**src/lms_pkg.sv**
```systemverilog
package lms_pkg;

   // ----------
   // Clock and time base
   // ----------
   localparam int unsigned CLK_HZ = 125_000_000;
   localparam int unsigned MS_TIME_US = 1000;
   localparam int unsigned MS_CYC_DEF = CLK_HZ / 1_000_000 * MS_TIME_US;
   localparam int unsigned WD_STEP_MS = 100;
   localparam int unsigned SEC_STEPS = 10;
   localparam int unsigned OVERSAMPLE = 16;

   // ----------
   // Baud table
   // ----------
   localparam int unsigned BAUD_1200 = 1200;
   localparam int unsigned BAUD_2400 = 2400;
   localparam int unsigned BAUD_4800 = 4800;
   localparam int unsigned BAUD_9600 = 9600;
   localparam int unsigned BAUD_19200 = 19200;
   localparam int unsigned BAUD_38400 = 38400;
   localparam int unsigned BAUD_57600 = 57600;
   localparam int unsigned BAUD_115200 = 115200;
   localparam logic [5:0] BAUD_CODE_MIN = 6'h03;
   localparam logic [5:0] BAUD_CODE_MAX = 6'h0A;

   // ----------
   // Register and coil addresses
   // ----------
   localparam logic [15:0] A_RELAY = 16'h0001;
   localparam logic [15:0] A_SILENCE = 16'h0021;
   localparam logic [15:0] A_SAFE = 16'h0081;
   localparam logic [15:0] A_CLR_HI = 16'h0118;
   localparam logic [15:0] A_CLR_LO = 16'h0119;
   localparam logic [15:0] A_RES = 16'h7531;
   localparam logic [15:0] A_POT = 16'h7535;
   localparam logic [15:0] A_HI = 16'h7731;
   localparam logic [15:0] A_LO = 16'h7751;
   localparam logic [15:0] A_FW_LO = 16'h9E21;
   localparam logic [15:0] A_FW_HI = 16'h9E22;
   localparam logic [15:0] A_NAME_LO = 16'h9E23;
   localparam logic [15:0] A_NAME_HI = 16'h9E24;
   localparam logic [15:0] A_STATION = 16'h9E25;
   localparam logic [15:0] A_SERIAL = 16'h9E26;
   localparam logic [15:0] A_RDLY = 16'h9E28;
   localparam logic [15:0] A_WD_TO = 16'h9E29;
   localparam logic [15:0] A_WD_CNT = 16'h9E2C;
   localparam logic [15:0] A_THR = 16'h9E30;
   localparam logic [15:0] A_BEEP = 16'h9E31;
   localparam int unsigned N_SENSORS = 4;

   // ----------
   // Limits and reset values
   // ----------
   localparam logic [15:0] STATION_MIN = 16'h0001;
   localparam logic [15:0] STATION_MAX = 16'h00F7;
   localparam logic [15:0] RDLY_MAX = 16'h001E;
   localparam logic [15:0] WD_TO_MAX = 16'h00FF;
   localparam logic [15:0] THR_MAX = 16'h0018;
   localparam logic [15:0] BEEP_MAX_TIMED = 16'h00FA;
   localparam logic [15:0] BEEP_CONT = 16'h00FB;
   localparam logic [7:0] STATION_RST = 8'h01;
   localparam logic [7:0] SERIAL_RST = 8'h06;
   localparam logic [15:0] LO_LATCH_RST = 16'hFFFF;
   localparam int unsigned FMT_CKS_BIT = 6;

   typedef enum logic [1:0] {
      RP_IDLE = 2'b01,
      RP_WAIT = 2'b10
   } lms_reply_t;

endpackage

```
**src/lms_regmap.sv**
```systemverilog
`timescale 1ns/1ps
// Function
// - Serial bits 5:0 pick baud rate
// - Serial bits 7:6 pick parity and stops
// - Frame format bit 6 enables checksums
// - Station address 1..247, match only it
// - Reply waits 0..30 ms delay
// - Watchdog timeout 0..255 in 0.1 s
// - Count watchdog expiries, write zero clears
// - Leak threshold index 0..24
// - Beep off, 1..250 s, or continuous
// - Report potentiometer threshold index read-only
// - Report four sensor resistances read-only
// - High latch keeps largest reading
// - Low latch keeps smallest reading
// - Firmware version, low word first
// - Module name, low word first
// - Coil drives relay output
// - Separate coil holds relay safe value
// - Silence switch readable as one bit
// - Writing one clears all high latches
// - Writing one clears all low latches
module lms_regmap #(
   parameter int unsigned MS_CYC = lms_pkg::MS_CYC_DEF,
   // Identity words: values are arbitrary
   parameter logic [31:0] FW_VERSION = 32'h0001_0000,
   parameter logic [31:0] MODULE_NAME = 32'h0000_0ABC
) (
   // Clock and reset
   input wire logic SYS_CLK,
   input wire logic SYS_RST,
   // Register access from the frame engine
   input wire logic REG_REQ,
   input wire logic REG_WE,
   input wire logic [15:0] REG_ADDR,
   input wire logic [15:0] REG_WDATA,
   output logic REG_ACK,
   output logic REG_ERR,
   output logic [15:0] REG_RDATA,
   // Frame addressing and reply timing
   input wire logic [7:0] FRAME_ADDR,
   output logic FRAME_ADDR_MATCH,
   input wire logic REPLY_READY,
   output logic REPLY_GO,
   input wire logic REPLY_DONE,
   // Serial line configuration
   input wire logic [7:0] FRAME_FORMAT,
   output logic BAUD_TICK,
   output logic PARITY_EN,
   output logic PARITY_ODD,
   output logic STOP_TWO,
   output logic CHECKSUM_EN,
   // Host watchdog
   input wire logic HOST_ACTIVITY,
   output logic WDOG_EXPIRED,
   // Sensing
   input wire logic [3:0][15:0] SENSOR_RES,
   input wire logic SENSOR_VALID,
   input wire logic [4:0] POT_INDEX,
   output logic [4:0] LEAK_THRESHOLD,
   // Alarm, beeper and relay
   input wire logic ALARM,
   input wire logic SILENCE_SW,
   output logic BEEP,
   output logic RELAY_OUT
);
   import lms_pkg::*;

   // ----------
   // State
   // ----------
   typedef struct packed {
      logic [15:0] rdata;
      logic ack;
      logic err;
      logic [7:0] st_addr;
      logic [7:0] serial_act;
      logic [7:0] serial_pend;
      logic pend;
      logic [4:0] rdly;
      logic [7:0] wd_to;
      logic [15:0] wd_cnt;
      logic [4:0] thr;
      logic [7:0] beep_dur;
      logic relay;
      logic safe;
      logic [3:0][15:0] res;
      logic [3:0][15:0] hi;
      logic [3:0][15:0] lo;
      logic [16:0] ms_pre;
      logic [6:0] step_ms;
      logic [3:0] sec_steps;
      logic [7:0] wd_steps;
      logic wd_exp;
      logic [12:0] baud_cnt;
      logic baud_tick;
      lms_reply_t rp;
      logic [16:0] rd_pre;
      logic [4:0] rd_ms;
      logic reply_go;
      logic match;
      logic cks;
      logic alarm_q;
      logic [7:0] beep_left;
   } lms_state_t;

   lms_state_t s;
   lms_state_t n;
   logic tick_ms;
   logic tick_step;
   logic tick_sec;

   // ----------
   // Helpers
   // ----------
   function automatic logic [12:0] baud_div(input logic [5:0] code);
      int unsigned b;
      unique case (code)
         6'h03: b = BAUD_1200;
         6'h04: b = BAUD_2400;
         6'h05: b = BAUD_4800;
         6'h06: b = BAUD_9600;
         6'h07: b = BAUD_19200;
         6'h08: b = BAUD_38400;
         6'h09: b = BAUD_57600;
         6'h0A: b = BAUD_115200;
         default: b = BAUD_9600;
      endcase
      return 13'(CLK_HZ / (OVERSAMPLE * b) - 1);
   endfunction

   // Four-word block starting at base
   function automatic logic in_block(input logic [15:0] a,
                                     input logic [15:0] base);
      return (a >= base) && (a < base + 16'(N_SENSORS));
   endfunction

   // ----------
   // Next state
   // ----------
   always_comb begin
      n = s;
      n.ack = 1'b0;
      n.err = 1'b0;
      n.rdata = 16'h0000;
      n.baud_tick = 1'b0;
      n.reply_go = 1'b0;

      // Shared time base: ms, 100 ms step, second
      tick_ms = (s.ms_pre == 17'(MS_CYC - 1));
      tick_step = tick_ms && (s.step_ms == 7'(WD_STEP_MS - 1));
      tick_sec = tick_step && (s.sec_steps == 4'(SEC_STEPS - 1));
      n.ms_pre = tick_ms ? 17'h00000 : s.ms_pre + 17'h00001;
      if (tick_ms) begin
         n.step_ms = tick_step ? 7'h00 : s.step_ms + 7'h01;
      end
      if (tick_step) begin
         n.sec_steps = tick_sec ? 4'h0 : s.sec_steps + 4'h1;
      end

      // Register access
      if (REG_REQ) begin
         n.ack = 1'b1;
         if (REG_WE) begin
            unique case (REG_ADDR)
               A_RELAY: begin
                  if (REG_WDATA > 16'h0001) begin
                     n.err = 1'b1;
                  end else begin
                     n.relay = REG_WDATA[0];
                  end
               end
               A_SAFE: begin
                  if (REG_WDATA > 16'h0001) begin
                     n.err = 1'b1;
                  end else begin
                     n.safe = REG_WDATA[0];
                  end
               end
               A_CLR_HI: begin
                  if (REG_WDATA > 16'h0001) begin
                     n.err = 1'b1;
                  end else if (REG_WDATA[0]) begin
                     n.hi = '0;
                  end
               end
               A_CLR_LO: begin
                  if (REG_WDATA > 16'h0001) begin
                     n.err = 1'b1;
                  end else if (REG_WDATA[0]) begin
                     n.lo = {N_SENSORS{LO_LATCH_RST}};
                  end
               end
               A_STATION: begin
                  if (REG_WDATA < STATION_MIN ||
                      REG_WDATA > STATION_MAX) begin
                     n.err = 1'b1;
                  end else begin
                     n.st_addr = REG_WDATA[7:0];
                  end
               end
               A_SERIAL: begin
                  if (REG_WDATA[15:8] != 8'h00 ||
                      REG_WDATA[5:0] < BAUD_CODE_MIN ||
                      REG_WDATA[5:0] > BAUD_CODE_MAX) begin
                     n.err = 1'b1;
                  end else begin
                     n.serial_pend = REG_WDATA[7:0];
                     n.pend = 1'b1;
                  end
               end
               A_RDLY: begin
                  if (REG_WDATA > RDLY_MAX) begin
                     n.err = 1'b1;
                  end else begin
                     n.rdly = REG_WDATA[4:0];
                  end
               end
               A_WD_TO: begin
                  if (REG_WDATA > WD_TO_MAX) begin
                     n.err = 1'b1;
                  end else begin
                     n.wd_to = REG_WDATA[7:0];
                  end
               end
               A_WD_CNT: begin
                  if (REG_WDATA != 16'h0000) begin
                     n.err = 1'b1;
                  end else begin
                     n.wd_cnt = 16'h0000;
                  end
               end
               A_THR: begin
                  if (REG_WDATA > THR_MAX) begin
                     n.err = 1'b1;
                  end else begin
                     n.thr = REG_WDATA[4:0];
                  end
               end
               A_BEEP: begin
                  if (REG_WDATA > BEEP_CONT) begin
                     n.err = 1'b1;
                  end else begin
                     n.beep_dur = REG_WDATA[7:0];
                  end
               end
               // Read-only and unmapped addresses
               default: n.err = 1'b1;
            endcase
         end else if (in_block(REG_ADDR, A_RES)) begin
            n.rdata = s.res[2'(REG_ADDR - A_RES)];
         end else if (in_block(REG_ADDR, A_HI)) begin
            n.rdata = s.hi[2'(REG_ADDR - A_HI)];
         end else if (in_block(REG_ADDR, A_LO)) begin
            n.rdata = s.lo[2'(REG_ADDR - A_LO)];
         end else begin
            unique case (REG_ADDR)
               A_RELAY: n.rdata = {15'h0000, s.relay};
               A_SAFE: n.rdata = {15'h0000, s.safe};
               A_SILENCE: n.rdata = {15'h0000, SILENCE_SW};
               A_POT: n.rdata = {11'h000, POT_INDEX};
               A_FW_LO: n.rdata = FW_VERSION[15:0];
               A_FW_HI: n.rdata = FW_VERSION[31:16];
               A_NAME_LO: n.rdata = MODULE_NAME[15:0];
               A_NAME_HI: n.rdata = MODULE_NAME[31:16];
               A_STATION: n.rdata = {8'h00, s.st_addr};
               A_SERIAL: n.rdata = {8'h00, s.serial_pend};
               A_RDLY: n.rdata = {11'h000, s.rdly};
               A_WD_TO: n.rdata = {8'h00, s.wd_to};
               A_WD_CNT: n.rdata = s.wd_cnt;
               A_THR: n.rdata = {11'h000, s.thr};
               A_BEEP: n.rdata = {8'h00, s.beep_dur};
               default: n.err = 1'b1;
            endcase
         end
      end

      // Swap only between frames; same-cycle write stays pending
      if (REPLY_DONE && s.pend) begin
         n.serial_act = s.serial_pend;
         n.pend = (n.serial_pend != s.serial_pend);
      end

      // Oversampling tick for the serial engine
      if (s.baud_cnt >= baud_div(s.serial_act[5:0])) begin
         n.baud_cnt = 13'h0000;
         n.baud_tick = 1'b1;
      end else begin
         n.baud_cnt = s.baud_cnt + 13'h0001;
      end

      n.match = (FRAME_ADDR == s.st_addr);
      n.cks = FRAME_FORMAT[FMT_CKS_BIT];

      // Reply delay, counted from the request itself
      unique case (s.rp)
         RP_IDLE: begin
            if (REPLY_READY) begin
               if (s.rdly == 5'h00) begin
                  n.reply_go = 1'b1;
               end else begin
                  n.rp = RP_WAIT;
                  n.rd_pre = 17'h00000;
                  n.rd_ms = 5'h00;
               end
            end
         end
         RP_WAIT: begin
            if (s.rd_pre == 17'(MS_CYC - 1)) begin
               n.rd_pre = 17'h00000;
               n.rd_ms = s.rd_ms + 5'h01;
               if (s.rd_ms + 5'h01 >= s.rdly) begin
                  n.reply_go = 1'b1;
                  n.rp = RP_IDLE;
               end
            end else begin
               n.rd_pre = s.rd_pre + 17'h00001;
            end
         end
      endcase

      // Host watchdog; expiry after clear still counts
      if (HOST_ACTIVITY) begin
         n.wd_steps = 8'h00;
         n.wd_exp = 1'b0;
      end else if (tick_step && s.wd_to != 8'h00 && !s.wd_exp) begin
         n.wd_steps = s.wd_steps + 8'h01;
         if (s.wd_steps + 8'h01 >= s.wd_to) begin
            n.wd_exp = 1'b1;
            if (n.wd_cnt != 16'hFFFF) begin
               n.wd_cnt = n.wd_cnt + 16'h0001;
            end
         end
      end

      // Latches see a reading even in a clear cycle
      if (SENSOR_VALID) begin
         n.res = SENSOR_RES;
         for (int i = 0; i < N_SENSORS; i++) begin
            if (SENSOR_RES[i] > n.hi[i]) begin
               n.hi[i] = SENSOR_RES[i];
            end
            if (SENSOR_RES[i] < n.lo[i]) begin
               n.lo[i] = SENSOR_RES[i];
            end
         end
      end

      // Timed beep starts on the alarm edge
      n.alarm_q = ALARM;
      if (ALARM && !s.alarm_q && s.beep_dur != 8'h00 &&
          16'(s.beep_dur) <= BEEP_MAX_TIMED) begin
         n.beep_left = s.beep_dur;
      end else if (tick_sec && s.beep_left != 8'h00) begin
         n.beep_left = s.beep_left - 8'h01;
      end
   end

   // ----------
   // Registers
   // ----------
   always_ff @(posedge SYS_CLK) begin
      if (SYS_RST) begin
         s <= '0;
         s.st_addr <= STATION_RST;
         s.serial_act <= SERIAL_RST;
         s.serial_pend <= SERIAL_RST;
         s.lo <= {N_SENSORS{LO_LATCH_RST}};
         s.rp <= RP_IDLE;
      end else begin
         s <= n;
      end
   end

   // ----------
   // Outputs
   // ----------
   assign REG_ACK = s.ack;
   assign REG_ERR = s.err;
   assign REG_RDATA = s.rdata;
   assign FRAME_ADDR_MATCH = s.match;
   assign REPLY_GO = s.reply_go;
   assign BAUD_TICK = s.baud_tick;
   assign PARITY_EN = s.serial_act[7];
   assign PARITY_ODD = s.serial_act[7] & s.serial_act[6];
   assign STOP_TWO = s.serial_act[7:6] == 2'b01;
   assign CHECKSUM_EN = s.cks;
   assign WDOG_EXPIRED = s.wd_exp;
   assign LEAK_THRESHOLD = s.thr;
   // Silence switch mutes both beep modes
   assign BEEP = !SILENCE_SW &&
      ((16'(s.beep_dur) == BEEP_CONT && ALARM) ||
       s.beep_left != 8'h00);
   // Safe value takes over while the host is lost
   assign RELAY_OUT = s.wd_exp ? s.safe : s.relay;

endmodule

```
**config.mk**
```make
export PLATFORM = sky130hd
export DESIGN_NAME = lms_regmap
export DESIGN_NICKNAME = d
export VERILOG_FILES = /design/src/lms_pkg.sv /design/src/lms_regmap.sv
export SDC_FILE = /design/constraint.sdc
export NUM_CORES = 2
export LEC_CHECK = 0
export BUFFER_PORTS_ARGS = -buffer_cell sky130_fd_sc_hd__clkbuf_2
export CORE_ASPECT_RATIO = 0.7
export CORE_MARGIN = 1.5
export CORE_UTILIZATION = 42
export CTS_BUF_LIST = sky130_fd_sc_hd__clkbuf_8
export CTS_CLUSTER_DIAMETER = 40
export CTS_CLUSTER_SIZE = 14
export DETAILED_ROUTE_END_ITERATION = 6
export PLACE_DENSITY_LB_ADDON = 0.05
export SLEW_MARGIN = 20
export SYNTH_ARGS = -nofsm -noshare
export SYNTH_HDL_FRONTEND = slang
export SYNTH_SLANG_ARGS = --single-unit
```
**constraint.sdc**
```tcl
create_clock -name SYS_CLK -period 133.2 [get_ports SYS_CLK]
set_clock_uncertainty 0.15 [all_clocks]
set_input_delay 6.66 -clock SYS_CLK [delete_from_list [all_inputs] [get_ports SYS_CLK]]
set_output_delay 6.66 -clock SYS_CLK [all_outputs]
set_load 0.01 [all_outputs]
```
==> results.toml <==
[outcome]
outcome = "complete, no violations"

[cells_and_area]
drive_above_1_share = 0.1218
syn_to_final_growth_pct = 9.074
nets = 5164

[global_route]
grt-ovfl-total = 0
grt_max_degree = 73
antenna_found_initial = 17
grt_pass1_wl_um = 181400
track_usage = 0.2670
grt_pass1_vias = 30422

[timing]
min_period_ns = 65.19
clock.fmax_ghz = 0.01534
setup_tns_ns = 0
slew_viol_final = 0
rsz0062_at_grt = "false"
relSlewSlack = 0.2923
post-route-period-util = 0.4894
worstMarginPinSlew_ns = 1.058
setup_viol = 0
final_hold_viol_count = 0

[drt]
drtIter0Drc = 2821
drt_wl_total_um = 118600
wl_met3_um = 9155
routed.top_layer = "met5"
wl_met2_um = 44970
wl_per_cell_um = 20.32
drtAntennaViolNets = 0
dr.pass1.iters = 5
wl_met1_um = 62780
viasPerCell = 5.777
drc = 0
route.vias.total = 33729

[floorplan]
die_height_um = 246.6
io_pins = 160
die_w_um = 350.9
start_util = 0.4233
row_count = 89
core_um2 = 84070
die-area_um2 = 86520

[critical_path]
cp.required_ns = 133.67
r2r_slack_ns = 68.01
critical-path-max-stage-delay_ns = 0.78
cp_data_arrival_time_ns = 65.65
endpoint_kind = "flip-flop"
r2r_cells = 265
cpLargestDelayFamily = "compound AO/OA/AOI/OAI gates"
r2r-start = "s[336]"
worst_path_most_repeated_cell = "a21o_1"
cp-start-kind = "flip-flop"
crit_path_top_delay_cell = "o31ai_1"
crit_fanout = 32
worstSetupPathType = "reg2reg"
reg2reg_to = "s[44]"
critPathBufInv = 10

[min_path]
hold_depth = 2
hold_end = "s[337]"
hp-start = "s[337]"
worstHoldPathType = "reg2reg"

[logic_synthesis]
ys_types = 119
ys_warn_count = 0
synth-edff-count = 0
ys_ff_latch = 379
synth_ff_type = "dfxtp_1"
synthesis.area_um2 = 35590
syn-instance-count = 4587
avgSynthCellArea_um2 = 7.759
syn-num-nets = 5104
synthArstFlopShare = 0
ys_seq_area_frac = 0.2132

[clock_network]
ctsLongestPathBuffers = 3
postCtsHoldBufs = 0
clk_pin_slew_ns = 0.07
clock_latency_ns = 0.72
post_cts_resized = 0
cts.sinks = 379
cts_buffers = 59
cts.htree.levels = 2
cts_tree = "built"
root_buffer = "clkbuf_8"
post_cts_buffers = 0

[power]
p_total_uw = 273.8
ir_worst_vdd_uv = 8.314
p_leak_nw = 16.60
power_density_nw_per_um2 = 7.052

[placement]
hpwl_um = 92130
place_congestion = 0.9222
place.port_buffers = 152

[flow_run]
drv_cap = 0
[cells in the final DEF (no fill, tap or decap), types with 74 or more instances in the layout]
| master | count |
|---|---|
| ha_1 | 385 |
| or2_2 | 81 |
| clkbuf_2 | 149 |
| o21a_1 | 74 |
| and2_1 | 104 |
| nand2b_1 | 89 |
| inv_1 | 172 |
| mux2i_1 | 133 |
| dfxtp_1 | 379 |
| nor2_1 | 537 |
| a21o_1 | 97 |
| o21ai_0 | 277 |
| nand3_1 | 105 |
| nand2_1 | 401 |
| xor2_1 | 82 |
| a21oi_1 | 341 |
| xnor2_1 | 141 |
| nor3_1 | 159 |
[worst reg2reg max path, delay by kind of cell, from the launching register on]
family / cells / cell delay [ns]
adders and majority gates: 25 / 7.73
buffers and inverters: 10 / 2.36
xor gates and xnor gates: 1 / 0.24
AOI/OAI and AO/OA: 147 / 35.54
and+or+nand+nor: 80 / 18.11
DFF: 1 / 0.31
muxes: 2 / 0.71
[final cells by class]
class	instances	area (µm²)
diodes	4	10.01
well taps	1137	1423
inverters	173	649.4
flip-flops and latches	379	7587
multi-input cells	3830	26580
fillers	8535	45250
repair buffers	204	1165
clock inverters	46	498.0
clock buffers	66	908.4
[routing by layer]
layer | vias to the layer above | global-route usage
met2 | 904 | 0.3609
li1 | 16788 | -
met1 | 15898 | 0.4251
met4 | 18 | 0.03985
met3 | 121 | 0.05761
met5 | - | 0
[how the worst max path moves through the flow]
stage	start	to	slack (ns)	cells past startpoint
after floorplan	s[336]	s[40]	76.05	280
after global placement	s[336]	s[49]	68.87	265
after detailed placement	s[336]	s[44]	68.91	265
after CTS	s[336]	s[44]	68.68	265
after global routing	s[336]	s[44]	62.96	267
final	s[336]	s[44]	68.01	265
[synthesized netlist by cell type, types with 23 or more instances]
master	count	area [µm²]
buf_4	23	172.7
and3_1	32	200.2
xor2_1	82	718.2
o21a_1	74	555.5
o21ai_0	277	1386
a31oi_1	26	162.7
nand4_1	58	362.9
or2_2	81	506.7
or3_1	39	244.0
nor2b_1	65	406.6
mux2i_1	133	1331
o211ai_1	34	255.2
xnor2_1	141	1235
nand2_1	401	1505
nor3_1	159	795.8
a21oi_1	341	1707
nand2b_1	89	556.8
mux4_2	48	1081
a21o_1	97	728.2
nor2_1	543	2038
nor4_1	28	175.2
a211oi_1	28	210.2
mux2_2	50	563.0
ha_1	386	4830
buf_1	26	97.59
dfxtp_1	379	7587
and2_1	104	650.6
nand3_1	106	530.5
o31ai_1	33	247.7
clkbuf_1	142	533.0
inv_1	170	638.1
[where the power goes]
group	switching (mW)	internal (mW)
Clock	0.0601	0.0590
Combinational	0.0204	0.0140
Sequential	0.00294	0.117
Total	0.0834	0.190
[state kept, by name, summed over array words and instances (netlist names), named ones only]
signal and cells:
CHECKSUM_EN 1, REG_ACK 1, REG_ERR 1, REG_RDATA 16, BAUD_TICK 1, s 337
WDOG_EXPIRED 1, PARITY_EN 1, REPLY_GO 1, LEAK_THRESHOLD 5, FRAME_ADDR_MATCH 1
[logic make-up (layout without fill, tap and decap cells)]
group	Yosys count	count (layout)	synth area share
adders and majority gates	390	390	0.1380
DFF	379	379	0.2132
other	1	5	0.0001054
and+or+nand+nor	1818	1818	0.2523
muxes	234	234	0.08487
xor gates and xnor gates	223	223	0.05488
AOI/OAI and AO/OA	1164	1164	0.2134
buffers and inverters	378	489	0.04331
[metrics by stage]
step | hold WS, ns | utilization | cell area [µm²] | worst slack, ns | std cells
detailed placement | 0.3017 | 0.4447 | 37390 | 68.91 | 5723
global placement | 0.2982 | 0.4447 | 37390 | 68.87 | 5723
CTS | 0.3121 | 0.4615 | 38800 | 68.68 | 5835
global route | 0.3514 | 0.4616 | 38810 | 62.96 | 5836
finish | 0.3122 | 0.4617 | 38820 | 68.01 | 5839
floorplan | 0.2800 | - | 35590 | 76.05 | 4587
No activity file was read; power rests on OpenSTA's default activity.
